--- src/rtl/agrc_consts.vh ---
// Constants shared by the gain, coding and reference-detect control block
`ifndef AGRC_CONSTS_VH
`define AGRC_CONSTS_VH

// ****************************************
// Register offsets
// ****************************************
`define AGRC_OFF_CONFIG 12'h000
`define AGRC_OFF_CAL_CTRL 12'h004
`define AGRC_OFF_STATUS 12'h008
`define AGRC_OFF_INT_STATUS 12'h00C
`define AGRC_OFF_INT_MASK 12'h010
`define AGRC_OFF_RESULT 12'h014
`define AGRC_OFF_OFFSET_COEF 12'h018
`define AGRC_OFF_FULLSCALE_COEF 12'h01C

// ****************************************
// Configuration register fields
// ****************************************
`define AGRC_CFG_GAIN_LSB 0
`define AGRC_CFG_GAIN_MSB 2
`define AGRC_CFG_BUF_BIT 4
`define AGRC_CFG_UNIPOLAR_BIT 8
`define AGRC_CFG_BURNOUT_BIT 12
`define AGRC_CFG_REFCHK_BIT 16

// ****************************************
// Configuration reset values
// ****************************************
`define AGRC_RST_GAIN 3'h0
`define AGRC_RST_BUF 1'h1
`define AGRC_RST_UNIPOLAR 1'h0
`define AGRC_RST_BURNOUT 1'h0
`define AGRC_RST_REFCHK 1'h0

// ****************************************
// Gain codes and calibration commands
// ****************************************
`define AGRC_GAIN_CODE_2 3'h1
`define AGRC_GAIN_CODE_4 3'h2
`define AGRC_CAL_NONE 2'h0
`define AGRC_CAL_OFFSET 2'h1
`define AGRC_CAL_FULLSCALE 2'h2

// ****************************************
// Status and interrupt bit positions
// ****************************************
`define AGRC_ST_REFMISS_BIT 0
`define AGRC_ST_ERR_BIT 1
`define AGRC_ST_CALBUSY_BIT 2
`define AGRC_ST_READY_BIT 3
`define AGRC_ST_COMMWAIT_BIT 4
`define AGRC_INT_CONV_BIT 0
`define AGRC_INT_REFMISS_BIT 1
`define AGRC_INT_CALERR_BIT 2
`define AGRC_INT_CALDONE_BIT 3
`define AGRC_INT_W 4

// ****************************************
// Timing
// ****************************************
`define AGRC_PCLK_MHZ 200
`define AGRC_T_HOLDOFF_US 500
`define AGRC_HOLDOFF_CYCLES (`AGRC_T_HOLDOFF_US * `AGRC_PCLK_MHZ)
`define AGRC_SER_RESET_ONES 32
`define AGRC_CAL_CONVS 2

`endif

--- src/rtl/agrc_ctrl.v ---
// Gain, output coding, burnout and reference-detect control with APB registers
`timescale 1ns/1ps
`include "agrc_consts.vh"
module agrc_ctrl #(
  parameter RESULT_W = 24,
  parameter HOLDOFF_CYCLES = `AGRC_HOLDOFF_CYCLES,
  parameter CAL_CONVS = `AGRC_CAL_CONVS
) (
  // Clock and reset
  input wire pclk,
  input wire presetn,
  // APB slave
  input wire psel,
  input wire penable,
  input wire pwrite,
  input wire [11:0] paddr,
  input wire [31:0] pwdata,
  output reg [31:0] prdata,
  output wire pready,
  output reg pslverr,
  // Serial link pins
  input wire sclk,
  input wire din,
  // Reference comparator pins
  input wire ref_below_threshold,
  input wire ref_open,
  // Modulator and filter result
  input wire raw_valid,
  input wire [RESULT_W-1:0] raw_result,
  // Analog front-end controls
  output reg [2:0] gain_select,
  output reg [7:0] gain_value,
  output reg input_buffer_enable,
  output reg inamp_enable,
  output reg burnout_source_enable,
  output reg burnout_sink_enable,
  output reg reference_check_enable,
  output reg core_reset,
  // Results and coefficients
  output reg [RESULT_W-1:0] result_data,
  output reg result_valid,
  output reg [RESULT_W-1:0] offset_coef,
  output reg [RESULT_W-1:0] fullscale_coef,
  output reg reference_missing_flag,
  // Interrupt
  output wire irq
);

// ****************************************
// Serial reset watcher
// ****************************************
wire serial_reset_pulse;
wire comm_wait;
wire soft_rst;

agrc_serial_reset #(
  .ONES(`AGRC_SER_RESET_ONES)
) u_serial_reset (
  .pclk(pclk),
  .presetn(presetn),
  .sclk(sclk),
  .din(din),
  .serial_reset_pulse(serial_reset_pulse),
  .comm_wait_reg(comm_wait)
);

assign soft_rst = serial_reset_pulse;

// ****************************************
// Reference pin synchronisers
// ****************************************
reg [1:0] ref_low_sync_reg;
reg [1:0] ref_open_sync_reg;

always @(posedge pclk or negedge presetn) begin
  if (!presetn) begin
    ref_low_sync_reg <= 2'h0;
    ref_open_sync_reg <= 2'h0;
  end else begin
    ref_low_sync_reg <= {ref_low_sync_reg[0], ref_below_threshold};
    ref_open_sync_reg <= {ref_open_sync_reg[0], ref_open};
  end
end

// ****************************************
// APB decode
// ****************************************
wire wr_en;
wire rd_en;
wire addr_hit;
reg [31:0] rdata_next;

assign pready = 1'b1;
assign wr_en = psel & penable & pwrite;
assign rd_en = psel & penable & ~pwrite;
assign addr_hit = (paddr == `AGRC_OFF_CONFIG) || (paddr == `AGRC_OFF_CAL_CTRL) ||
                  (paddr == `AGRC_OFF_STATUS) || (paddr == `AGRC_OFF_INT_STATUS) ||
                  (paddr == `AGRC_OFF_INT_MASK) || (paddr == `AGRC_OFF_RESULT) ||
                  (paddr == `AGRC_OFF_OFFSET_COEF) || (paddr == `AGRC_OFF_FULLSCALE_COEF);

// ****************************************
// Configuration register
// ****************************************
reg [2:0] cfg_gain_reg;
reg cfg_buf_reg;
reg cfg_unipolar_reg;
reg cfg_burnout_reg;
reg cfg_refchk_reg;

always @(posedge pclk or negedge presetn) begin
  if (!presetn) begin
    cfg_gain_reg <= `AGRC_RST_GAIN;
    cfg_buf_reg <= `AGRC_RST_BUF;
    cfg_unipolar_reg <= `AGRC_RST_UNIPOLAR;
    cfg_burnout_reg <= `AGRC_RST_BURNOUT;
    cfg_refchk_reg <= `AGRC_RST_REFCHK;
  end else if (soft_rst) begin
    cfg_gain_reg <= `AGRC_RST_GAIN;
    cfg_buf_reg <= `AGRC_RST_BUF;
    cfg_unipolar_reg <= `AGRC_RST_UNIPOLAR;
    cfg_burnout_reg <= `AGRC_RST_BURNOUT;
    cfg_refchk_reg <= `AGRC_RST_REFCHK;
  end else if (wr_en && paddr == `AGRC_OFF_CONFIG) begin
    cfg_gain_reg <= pwdata[`AGRC_CFG_GAIN_MSB:`AGRC_CFG_GAIN_LSB];
    cfg_buf_reg <= pwdata[`AGRC_CFG_BUF_BIT];
    cfg_unipolar_reg <= pwdata[`AGRC_CFG_UNIPOLAR_BIT];
    cfg_burnout_reg <= pwdata[`AGRC_CFG_BURNOUT_BIT];
    cfg_refchk_reg <= pwdata[`AGRC_CFG_REFCHK_BIT];
  end
end

// ****************************************
// Front-end control outputs
// ****************************************
always @(posedge pclk or negedge presetn) begin
  if (!presetn) begin
    gain_select <= 3'h0;
    gain_value <= 8'h01;
    input_buffer_enable <= 1'h1;
    inamp_enable <= 1'h0;
    burnout_source_enable <= 1'h0;
    burnout_sink_enable <= 1'h0;
    reference_check_enable <= 1'h0;
    core_reset <= 1'h1;
  end else begin
    gain_select <= cfg_gain_reg;
    gain_value <= 8'h01 << cfg_gain_reg;
    input_buffer_enable <= cfg_buf_reg | (cfg_gain_reg > `AGRC_GAIN_CODE_2);
    inamp_enable <= (cfg_gain_reg >= `AGRC_GAIN_CODE_4);
    burnout_source_enable <= cfg_burnout_reg;
    burnout_sink_enable <= cfg_burnout_reg;
    reference_check_enable <= cfg_refchk_reg;
    core_reset <= soft_rst;
  end
end

// ****************************************
// Reference detection
// ****************************************
always @(posedge pclk or negedge presetn) begin
  if (!presetn) begin
    reference_missing_flag <= 1'h0;
  end else if (soft_rst) begin
    reference_missing_flag <= 1'h0;
  end else begin
    reference_missing_flag <= cfg_refchk_reg & (ref_low_sync_reg[1] | ref_open_sync_reg[1]);
  end
end

// ****************************************
// Calibration sequencer
// ****************************************
localparam CAL_IDLE = 2'h0;
localparam CAL_RUN = 2'h1;
localparam CAL_END = 2'h2;

reg [1:0] cal_state_reg;
reg [1:0] cal_kind_reg;
reg [3:0] cal_count_reg;
reg cal_refbad_reg;
reg [RESULT_W-1:0] cal_sample_reg;
reg cal_done_pulse;
reg cal_err_pulse;
wire cal_start;

assign cal_start = wr_en && (paddr == `AGRC_OFF_CAL_CTRL) &&
                   (pwdata[1:0] == `AGRC_CAL_OFFSET || pwdata[1:0] == `AGRC_CAL_FULLSCALE);

always @(posedge pclk or negedge presetn) begin
  if (!presetn) begin
    cal_state_reg <= CAL_IDLE;
    cal_kind_reg <= `AGRC_CAL_NONE;
    cal_count_reg <= 4'h0;
    cal_refbad_reg <= 1'h0;
    cal_sample_reg <= {RESULT_W{1'b0}};
    offset_coef <= {RESULT_W{1'b0}};
    fullscale_coef <= {RESULT_W{1'b0}};
    cal_done_pulse <= 1'h0;
    cal_err_pulse <= 1'h0;
  end else if (soft_rst) begin
    cal_state_reg <= CAL_IDLE;
    cal_kind_reg <= `AGRC_CAL_NONE;
    cal_count_reg <= 4'h0;
    cal_refbad_reg <= 1'h0;
    cal_sample_reg <= {RESULT_W{1'b0}};
    offset_coef <= {RESULT_W{1'b0}};
    fullscale_coef <= {RESULT_W{1'b0}};
    cal_done_pulse <= 1'h0;
    cal_err_pulse <= 1'h0;
  end else begin
    cal_done_pulse <= 1'h0;
    cal_err_pulse <= 1'h0;
    case (cal_state_reg)
      CAL_IDLE: begin
        if (cal_start) begin
          cal_kind_reg <= pwdata[1:0];
          cal_count_reg <= 4'h0;
          cal_refbad_reg <= 1'h0;
          cal_state_reg <= CAL_RUN;
        end
      end
      CAL_RUN: begin
        if (reference_missing_flag) begin
          cal_refbad_reg <= 1'h1;
        end
        if (raw_valid) begin
          cal_sample_reg <= raw_result;
          if (cal_count_reg == CAL_CONVS[3:0] - 4'h1) begin
            cal_state_reg <= CAL_END;
          end else begin
            cal_count_reg <= cal_count_reg + 4'h1;
          end
        end
      end
      CAL_END: begin
        if (cal_refbad_reg || reference_missing_flag) begin
          cal_err_pulse <= 1'h1;
        end else if (cal_kind_reg == `AGRC_CAL_OFFSET) begin
          offset_coef <= cal_sample_reg;
        end else begin
          fullscale_coef <= cal_sample_reg;
        end
        cal_done_pulse <= 1'h1;
        cal_kind_reg <= `AGRC_CAL_NONE;
        cal_state_reg <= CAL_IDLE;
      end
      default: begin
        cal_state_reg <= CAL_IDLE;
      end
    endcase
  end
end

// ****************************************
// Output coding
// ****************************************
reg [RESULT_W-1:0] coded_next;
wire [RESULT_W-1:0] msb_only;

assign msb_only = {1'b1, {(RESULT_W-1){1'b0}}};

always @* begin
  coded_next = raw_result ^ msb_only;
  if (cfg_unipolar_reg) begin
    if (raw_result[RESULT_W-1]) begin
      coded_next = {RESULT_W{1'b0}};
    end else if (&raw_result[RESULT_W-2:0]) begin
      coded_next = {RESULT_W{1'b1}};
    end else begin
      coded_next = {raw_result[RESULT_W-2:0], 1'b0};
    end
  end
  if (reference_missing_flag) begin
    coded_next = {RESULT_W{1'b1}};
  end
end

always @(posedge pclk or negedge presetn) begin
  if (!presetn) begin
    result_data <= {RESULT_W{1'b0}};
    result_valid <= 1'h0;
  end else if (soft_rst) begin
    result_data <= {RESULT_W{1'b0}};
    result_valid <= 1'h0;
  end else begin
    result_valid <= raw_valid && (cal_state_reg == CAL_IDLE);
    if (raw_valid && cal_state_reg == CAL_IDLE) begin
      result_data <= coded_next;
    end
  end
end

// ****************************************
// Access hold-off after reset
// ****************************************
reg [16:0] holdoff_count_reg;
reg access_ready_reg;

always @(posedge pclk or negedge presetn) begin
  if (!presetn) begin
    holdoff_count_reg <= 17'h00000;
    access_ready_reg <= 1'h0;
  end else if (soft_rst) begin
    holdoff_count_reg <= 17'h00000;
    access_ready_reg <= 1'h0;
  end else if (!access_ready_reg) begin
    if (holdoff_count_reg == HOLDOFF_CYCLES[16:0] - 17'h00001) begin
      access_ready_reg <= 1'h1;
    end else begin
      holdoff_count_reg <= holdoff_count_reg + 17'h00001;
    end
  end
end

// ****************************************
// Interrupt status and mask
// ****************************************
reg [`AGRC_INT_W-1:0] int_status_reg;
reg [`AGRC_INT_W-1:0] int_mask_reg;
reg refmiss_prev_reg;
reg err_flag_reg;
wire [`AGRC_INT_W-1:0] int_set;
wire [`AGRC_INT_W-1:0] int_clr;

assign int_set = {cal_done_pulse, cal_err_pulse, reference_missing_flag & ~refmiss_prev_reg,
                  raw_valid & (cal_state_reg == CAL_IDLE)};
assign int_clr = (wr_en && paddr == `AGRC_OFF_INT_STATUS) ? pwdata[`AGRC_INT_W-1:0] : {`AGRC_INT_W{1'b0}};
assign irq = |(int_status_reg & int_mask_reg);

always @(posedge pclk or negedge presetn) begin
  if (!presetn) begin
    int_status_reg <= {`AGRC_INT_W{1'b0}};
    int_mask_reg <= {`AGRC_INT_W{1'b0}};
    refmiss_prev_reg <= 1'h0;
    err_flag_reg <= 1'h0;
  end else if (soft_rst) begin
    int_status_reg <= {`AGRC_INT_W{1'b0}};
    int_mask_reg <= {`AGRC_INT_W{1'b0}};
    refmiss_prev_reg <= 1'h0;
    err_flag_reg <= 1'h0;
  end else begin
    refmiss_prev_reg <= reference_missing_flag;
    int_status_reg <= (int_status_reg & ~int_clr) | int_set;
    if (wr_en && paddr == `AGRC_OFF_INT_MASK) begin
      int_mask_reg <= pwdata[`AGRC_INT_W-1:0];
    end
    if (cal_err_pulse) begin
      err_flag_reg <= 1'h1;
    end else if (cal_start) begin
      err_flag_reg <= 1'h0;
    end
  end
end

// ****************************************
// Read data
// ****************************************
always @* begin
  rdata_next = 32'h00000000;
  case (paddr)
    `AGRC_OFF_CONFIG: begin
      rdata_next[`AGRC_CFG_GAIN_MSB:`AGRC_CFG_GAIN_LSB] = cfg_gain_reg;
      rdata_next[`AGRC_CFG_BUF_BIT] = cfg_buf_reg;
      rdata_next[`AGRC_CFG_UNIPOLAR_BIT] = cfg_unipolar_reg;
      rdata_next[`AGRC_CFG_BURNOUT_BIT] = cfg_burnout_reg;
      rdata_next[`AGRC_CFG_REFCHK_BIT] = cfg_refchk_reg;
    end
    `AGRC_OFF_CAL_CTRL: begin
      rdata_next[1:0] = cal_kind_reg;
    end
    `AGRC_OFF_STATUS: begin
      rdata_next[`AGRC_ST_REFMISS_BIT] = reference_missing_flag;
      rdata_next[`AGRC_ST_ERR_BIT] = err_flag_reg;
      rdata_next[`AGRC_ST_CALBUSY_BIT] = (cal_state_reg != CAL_IDLE);
      rdata_next[`AGRC_ST_READY_BIT] = access_ready_reg;
      rdata_next[`AGRC_ST_COMMWAIT_BIT] = comm_wait;
    end
    `AGRC_OFF_INT_STATUS: begin
      rdata_next[`AGRC_INT_W-1:0] = int_status_reg;
    end
    `AGRC_OFF_INT_MASK: begin
      rdata_next[`AGRC_INT_W-1:0] = int_mask_reg;
    end
    `AGRC_OFF_RESULT: begin
      rdata_next[RESULT_W-1:0] = result_data;
    end
    `AGRC_OFF_OFFSET_COEF: begin
      rdata_next[RESULT_W-1:0] = offset_coef;
    end
    `AGRC_OFF_FULLSCALE_COEF: begin
      rdata_next[RESULT_W-1:0] = fullscale_coef;
    end
    default: begin
      rdata_next = 32'h00000000;
    end
  endcase
end

always @(posedge pclk or negedge presetn) begin
  if (!presetn) begin
    prdata <= 32'h00000000;
    pslverr <= 1'h0;
  end else begin
    pslverr <= psel & ~penable & ~addr_hit;
    if (psel && !penable && !pwrite) begin
      prdata <= rdata_next;
    end
  end
end

endmodule

--- src/rtl/agrc_serial_reset.v ---
// Serial link watcher: finds clock edges, counts ones, flags reset
`timescale 1ns/1ps
`include "agrc_consts.vh"
module agrc_serial_reset #(
  parameter ONES = `AGRC_SER_RESET_ONES
) (
  // Clock and reset
  input wire pclk,
  input wire presetn,
  // Serial pins
  input wire sclk,
  input wire din,
  // Results
  output reg serial_reset_pulse,
  output reg comm_wait_reg
);

// ****************************************
// Synchronisers
// ****************************************
reg [1:0] sclk_sync_reg;
reg [1:0] din_sync_reg;
reg sclk_prev_reg;
reg [5:0] ones_count_reg;
wire sclk_rise;

always @(posedge pclk or negedge presetn) begin
  if (!presetn) begin
    sclk_sync_reg <= 2'h3;
    din_sync_reg <= 2'h0;
    sclk_prev_reg <= 1'h1;
  end else begin
    sclk_sync_reg <= {sclk_sync_reg[0], sclk};
    din_sync_reg <= {din_sync_reg[0], din};
    sclk_prev_reg <= sclk_sync_reg[1];
  end
end

assign sclk_rise = sclk_sync_reg[1] & ~sclk_prev_reg;

// ****************************************
// Consecutive ones counter
// ****************************************
always @(posedge pclk or negedge presetn) begin
  if (!presetn) begin
    ones_count_reg <= 6'h00;
    serial_reset_pulse <= 1'h0;
    comm_wait_reg <= 1'h1;
  end else begin
    serial_reset_pulse <= 1'h0;
    if (sclk_rise) begin
      if (!din_sync_reg[1]) begin
        ones_count_reg <= 6'h00;
        comm_wait_reg <= 1'h0;
      end else if (ones_count_reg == ONES[5:0] - 6'h01) begin
        ones_count_reg <= 6'h00;
        serial_reset_pulse <= 1'h1;
        comm_wait_reg <= 1'h1;
      end else begin
        ones_count_reg <= ones_count_reg + 6'h01;
      end
    end
  end
end

endmodule

--- config.mk ---
export PLATFORM = sky130hd
export DESIGN_NAME = agrc_ctrl
export DESIGN_NICKNAME = d
export VERILOG_FILES = /design/src/rtl/agrc_ctrl.v /design/src/rtl/agrc_serial_reset.v
export VERILOG_INCLUDE_DIRS = /design/src /design/src/rtl
export SDC_FILE = /design/constraint.sdc
export NUM_CORES = 1
export LEC_CHECK = 0
export BUFFER_PORTS_ARGS = -buffer_cell sky130_fd_sc_hd__buf_2
export CORE_UTILIZATION = 59
export DETAILED_ROUTE_END_ITERATION = 10
export PLACE_DENSITY = 0.86
export SLEW_MARGIN = 30
export SYNTH_ARGS = -nofsm -noshare
export SYNTH_HDL_FRONTEND = slang
export SYNTH_SLANG_ARGS = --single-unit
--- constraint.sdc ---
create_clock -name pclk -period 3.4 [get_ports pclk]
set_input_delay 0.17 -clock pclk [delete_from_list [all_inputs] [get_ports pclk]]
set_output_delay 0.17 -clock pclk [all_outputs]
set_load 0.01 [all_outputs]
==> results by group <==
Setup path
  • Critical path start-end classification: input pin to flip-flop
  • Startpoint Class: input pin
  • R2R Path Start: reference_missing_flag
  • Start point of the critical path: penable
  • Setup slack on the worst flop-to-flop path: 1.15 ns
  • Data arrival at the endpoint of the critical path: 3.16 ns
  • Critical Path Sink Type: flip-flop
  • CP required: approximately 3.8 ns
  • Crit Reg-Reg Endpoint: fullscale_coef[22]
  • End point of the critical path: prdata[20]
  • FF-to-FF path depth: 6
  • Largest fanout on the critical path: 29

Route
  • Wire per inst: 19.2 um
  • TritonRoute pass-1 iters: 6
  • Via density: about 6.2
  • Number of nets still failing antenna checks after routing: 0
  • Total DRC errors in the routed layout: 0
  • Detailed router's first-iteration violation count: 888
  • WL final: around 27000 um
  • Number of vias in the routed layout: 8804

Timing
  • Rel. slew slack: 0.325
  • Final Hold Vio Count: 0
  • Fraction of the cycle the final worst path needs: 0.820
  • Endpoints failing setup: 0
  • Min cycle time layout: 2.79 ns
  • RSZ-0062 raised after global routing: false
  • Hold Slack: 0.0986 ns
  • Transition at the pin with the smallest max-transition slack: 1.00 ns
  • Count of pins over their slew limit: 0
  • Post-route setup TNS: 0 ns
  • Worst Skew: 0.0122 ns
  • Maximum achievable frequency: roughly 0.36 GHz

Clocking
  • Post-CTS clock slew at the launch and capture registers of the worst setup and hold paths: 0.06 ns
  • CTS tree: built
  • CTS root buffer: sky130_fd_sc_hd__clkbuf_16
  • Worst skew pair latency: 0.49 ns
  • Total number of H-tree levels: 1
  • Maximum buffer depth of the clock tree: 3
  • CTS sink count: 202
  • Post-cts resize count: 0
  • Inserted Clock Buffers: 21

Job
  • MaxCap Viol Count: 0

GRT
  • Wire length of the first global-routing pass: between 40000 and 50000 um
  • Number of antenna violations at the first check in global routing: 1
  • Vias in the first global route: 8131
  • Maximum number of pins on one net before global-route repair: 122
  • Grt total ovfl: 0
  • Overall track demand over capacity in global routing: 0.338

Synthesis
  • Synth warn: 0
  • Post-synth EDFFs: 0
  • Top-area cell type share of the netlist area: 0.518
  • Flip-flop cell with the highest count after synthesis: sky130_fd_sc_hd__dfrtp_1
  • Post-synthesis area per instance: ~9 um2
  • Post-synthesis async set-or-reset flop share: 1.00
  • Top-count cell post-synth: sky130_fd_sc_hd__nand2_1
  • Cell type with the largest total area after synthesis: sky130_fd_sc_hd__dfrtp_1
  • Number of instances in the synthesized netlist: between 1000 and 1500
  • Cell area after technology mapping: 9370 um2
  • Post-synth cell types: 64
  • Seq cells post-synth: slightly above 200
  • Dominant cells by area after synthesis: sky130_fd_sc_hd__dfrtp_1 52%, sky130_fd_sc_hd__nand2_1 8.1%, sky130_fd_sc_hd__o21ai_0 6.4%, sky130_fd_sc_hd__a21oi_1 2.9%, sky130_fd_sc_hd__mux2i_1 2.7%
  • Commonest cells post-synth: 201 x sky130_fd_sc_hd__nand2_1, 194 x sky130_fd_sc_hd__dfrtp_1, 120 x sky130_fd_sc_hd__o21ai_0, 65 x sky130_fd_sc_hd__nor2_1, 64 x sky130_fd_sc_hd__clkbuf_1
  • Fraction of the yosys area taken by sequential cells: 0.541

Pwr
  • Int Pwr: a little under 0.004 W
  • Sequential group share of total power: 0.484
  • Total power of the final layout: roughly 0.0051 W
  • Net switching component of the power: 0.00120 W
  • Worst vdd ir: 0.470 mV
  • Switching power share of the total: 0.234
  • Part of the power in the clock network: 0.448
  • Comb power frac: 0.068
  • Cell Pwr Density: 449 nW/um2
  • Cell leakage power: 5.32 nW

Finish
  • Core utilization of the finished layout: 0.745
  • Fraction of final layout cells sized beyond drive strength 1: 0.213
  • Area growth from synthesis to final layout: 22.2%
  • Post-route insts no fill: roughly 1400
  • Multi-input combinational cell area: 3940 um2
  • Number of fill cells: 1013
  • Final net count: 1272
  • Sequential cell area: 5070 um2

Min path
  • Class of the most critical hold timing path: input pin to flip-flop

Placement
  • HPWL after detailed placement: 16900 um
  • Total instance count after detailed placement: 1339
  • Routability Congestion: 0.865
  • Input/output buffers: between 150 and 200

Floorplanning
  • CORE AREA: ~15000 um2
  • Initial standard-cell utilization of the core: 0.609
  • Overall die width: roughly 130 um
  • Y dimension of the die: ~130 um
  • Floorplan die area: 16400 um2
  • FP Rows: 45
  • Number of I/O pins: ~200

Outcome
  • Status: finished, final reports clean
[critical path, stage by stage]
cell                            delay (ns)
sky130_fd_sc_hd__dlygate4sd3_1        0.53
sky130_fd_sc_hd__buf_2                0.15
sky130_fd_sc_hd__or3b_2               0.76
sky130_fd_sc_hd__nor4_1               0.43
sky130_fd_sc_hd__nand3_1              0.68
sky130_fd_sc_hd__o21ai_0              0.44
[metal layers]
| metal | global-route usage | vias up | wire, um |
|---|---|---|---|
| met2 | 0.531 | 564 | 12600 |
| met5 | 0 | - | 0 |
| met1 | 0.474 | 4275 | 10800 |
| li1 | - | 3879 | - |
| met4 | 0.133 | 0 | 1010 |
| met3 | 0.0530 | 86 | 2760 |
[metrics by stage]
| stage | cell area (um2) | setup WS, ns |
|---|---|---|
| after floorplan | 9390 | 1.40 |
| after global placement | 10300 | 0.980 |
| after detailed placement | 10300 | 0.818 |
| after CTS | 11400 | 0.689 |
| after global routing | 11400 | 0.474 |
| final | 11400 | 0.612 |
[placed cells by master, fill, tap and decap left out, drive strengths merged, types with 25 or more instances in the layout]
master / count
nand3: 28
dlygate4sd3: 38
buf: 190
clkbuf: 27
mux2i: 25
nand2: 201
dfrtp: 194
nor2: 65
o21ai: 120
a21oi: 55
[layout make-up]
type | instances | area share
clock buffers | 27 | 0.0505
multi-input cells | 718 | 0.344
clock inverters | 10 | 0.00973
diodes | 1 | 0.000219
inverters | 19 | 0.00623
well taps | 211 | 0.0231
flip-flops and latches | 202 | 0.443
repair buffers | 228 | 0.123
[worst min-delay path by stage]
stage                         start  cells past startpoint                               to
final                     raw_valid                      3                 cal_state_reg[1]
after global routing         pwrite                      3                        prdata[4]
after CTS                    pwrite                      4                        prdata[3]
after detailed placement       sclk                      1  u_serial_reset.sclk_sync_reg[0]
after global placement         sclk                      1  u_serial_reset.sclk_sync_reg[0]
after floorplan             presetn                      0                 access_ready_reg
[logic make-up (layout without fill, tap and decap cells)]
logic type,count (synthesis),count (layout),share of synthesized area
other,2,10,0.000802
AO/OA/AOI/OAI,259,259,0.162
multiplexers,35,35,0.0387
adder cells (fa/ha/maj),4,4,0.00534
flip-flops,202,202,0.541
XOR/XNOR,7,7,0.00654
AND/OR/NAND/NOR,404,404,0.201
buffers and inverters,101,284,0.0455
[power groups by stage]
stage / sequential [W] / clock (W) / combinational [W]
finish: 0.00249 / 0.00230 / 0.000351
global route: 0.00249 / 0.00241 / 0.000383
CTS: 0.00249 / 0.00231 / 0.000340
detailed placement: 0.00253 / 0 / 0.000301
global placement: 0.00253 / 0 / 0.000294
floorplan: 0.00254 / 0 / 0.000126
[repair_timing]
action	in CTS	in global routing
hold buffers	38	0
setup buffers	0	0
setup endpoints to repair	0	0
hold endpoints to repair	150	0
No activity file was read; power rests on OpenSTA's default activity.
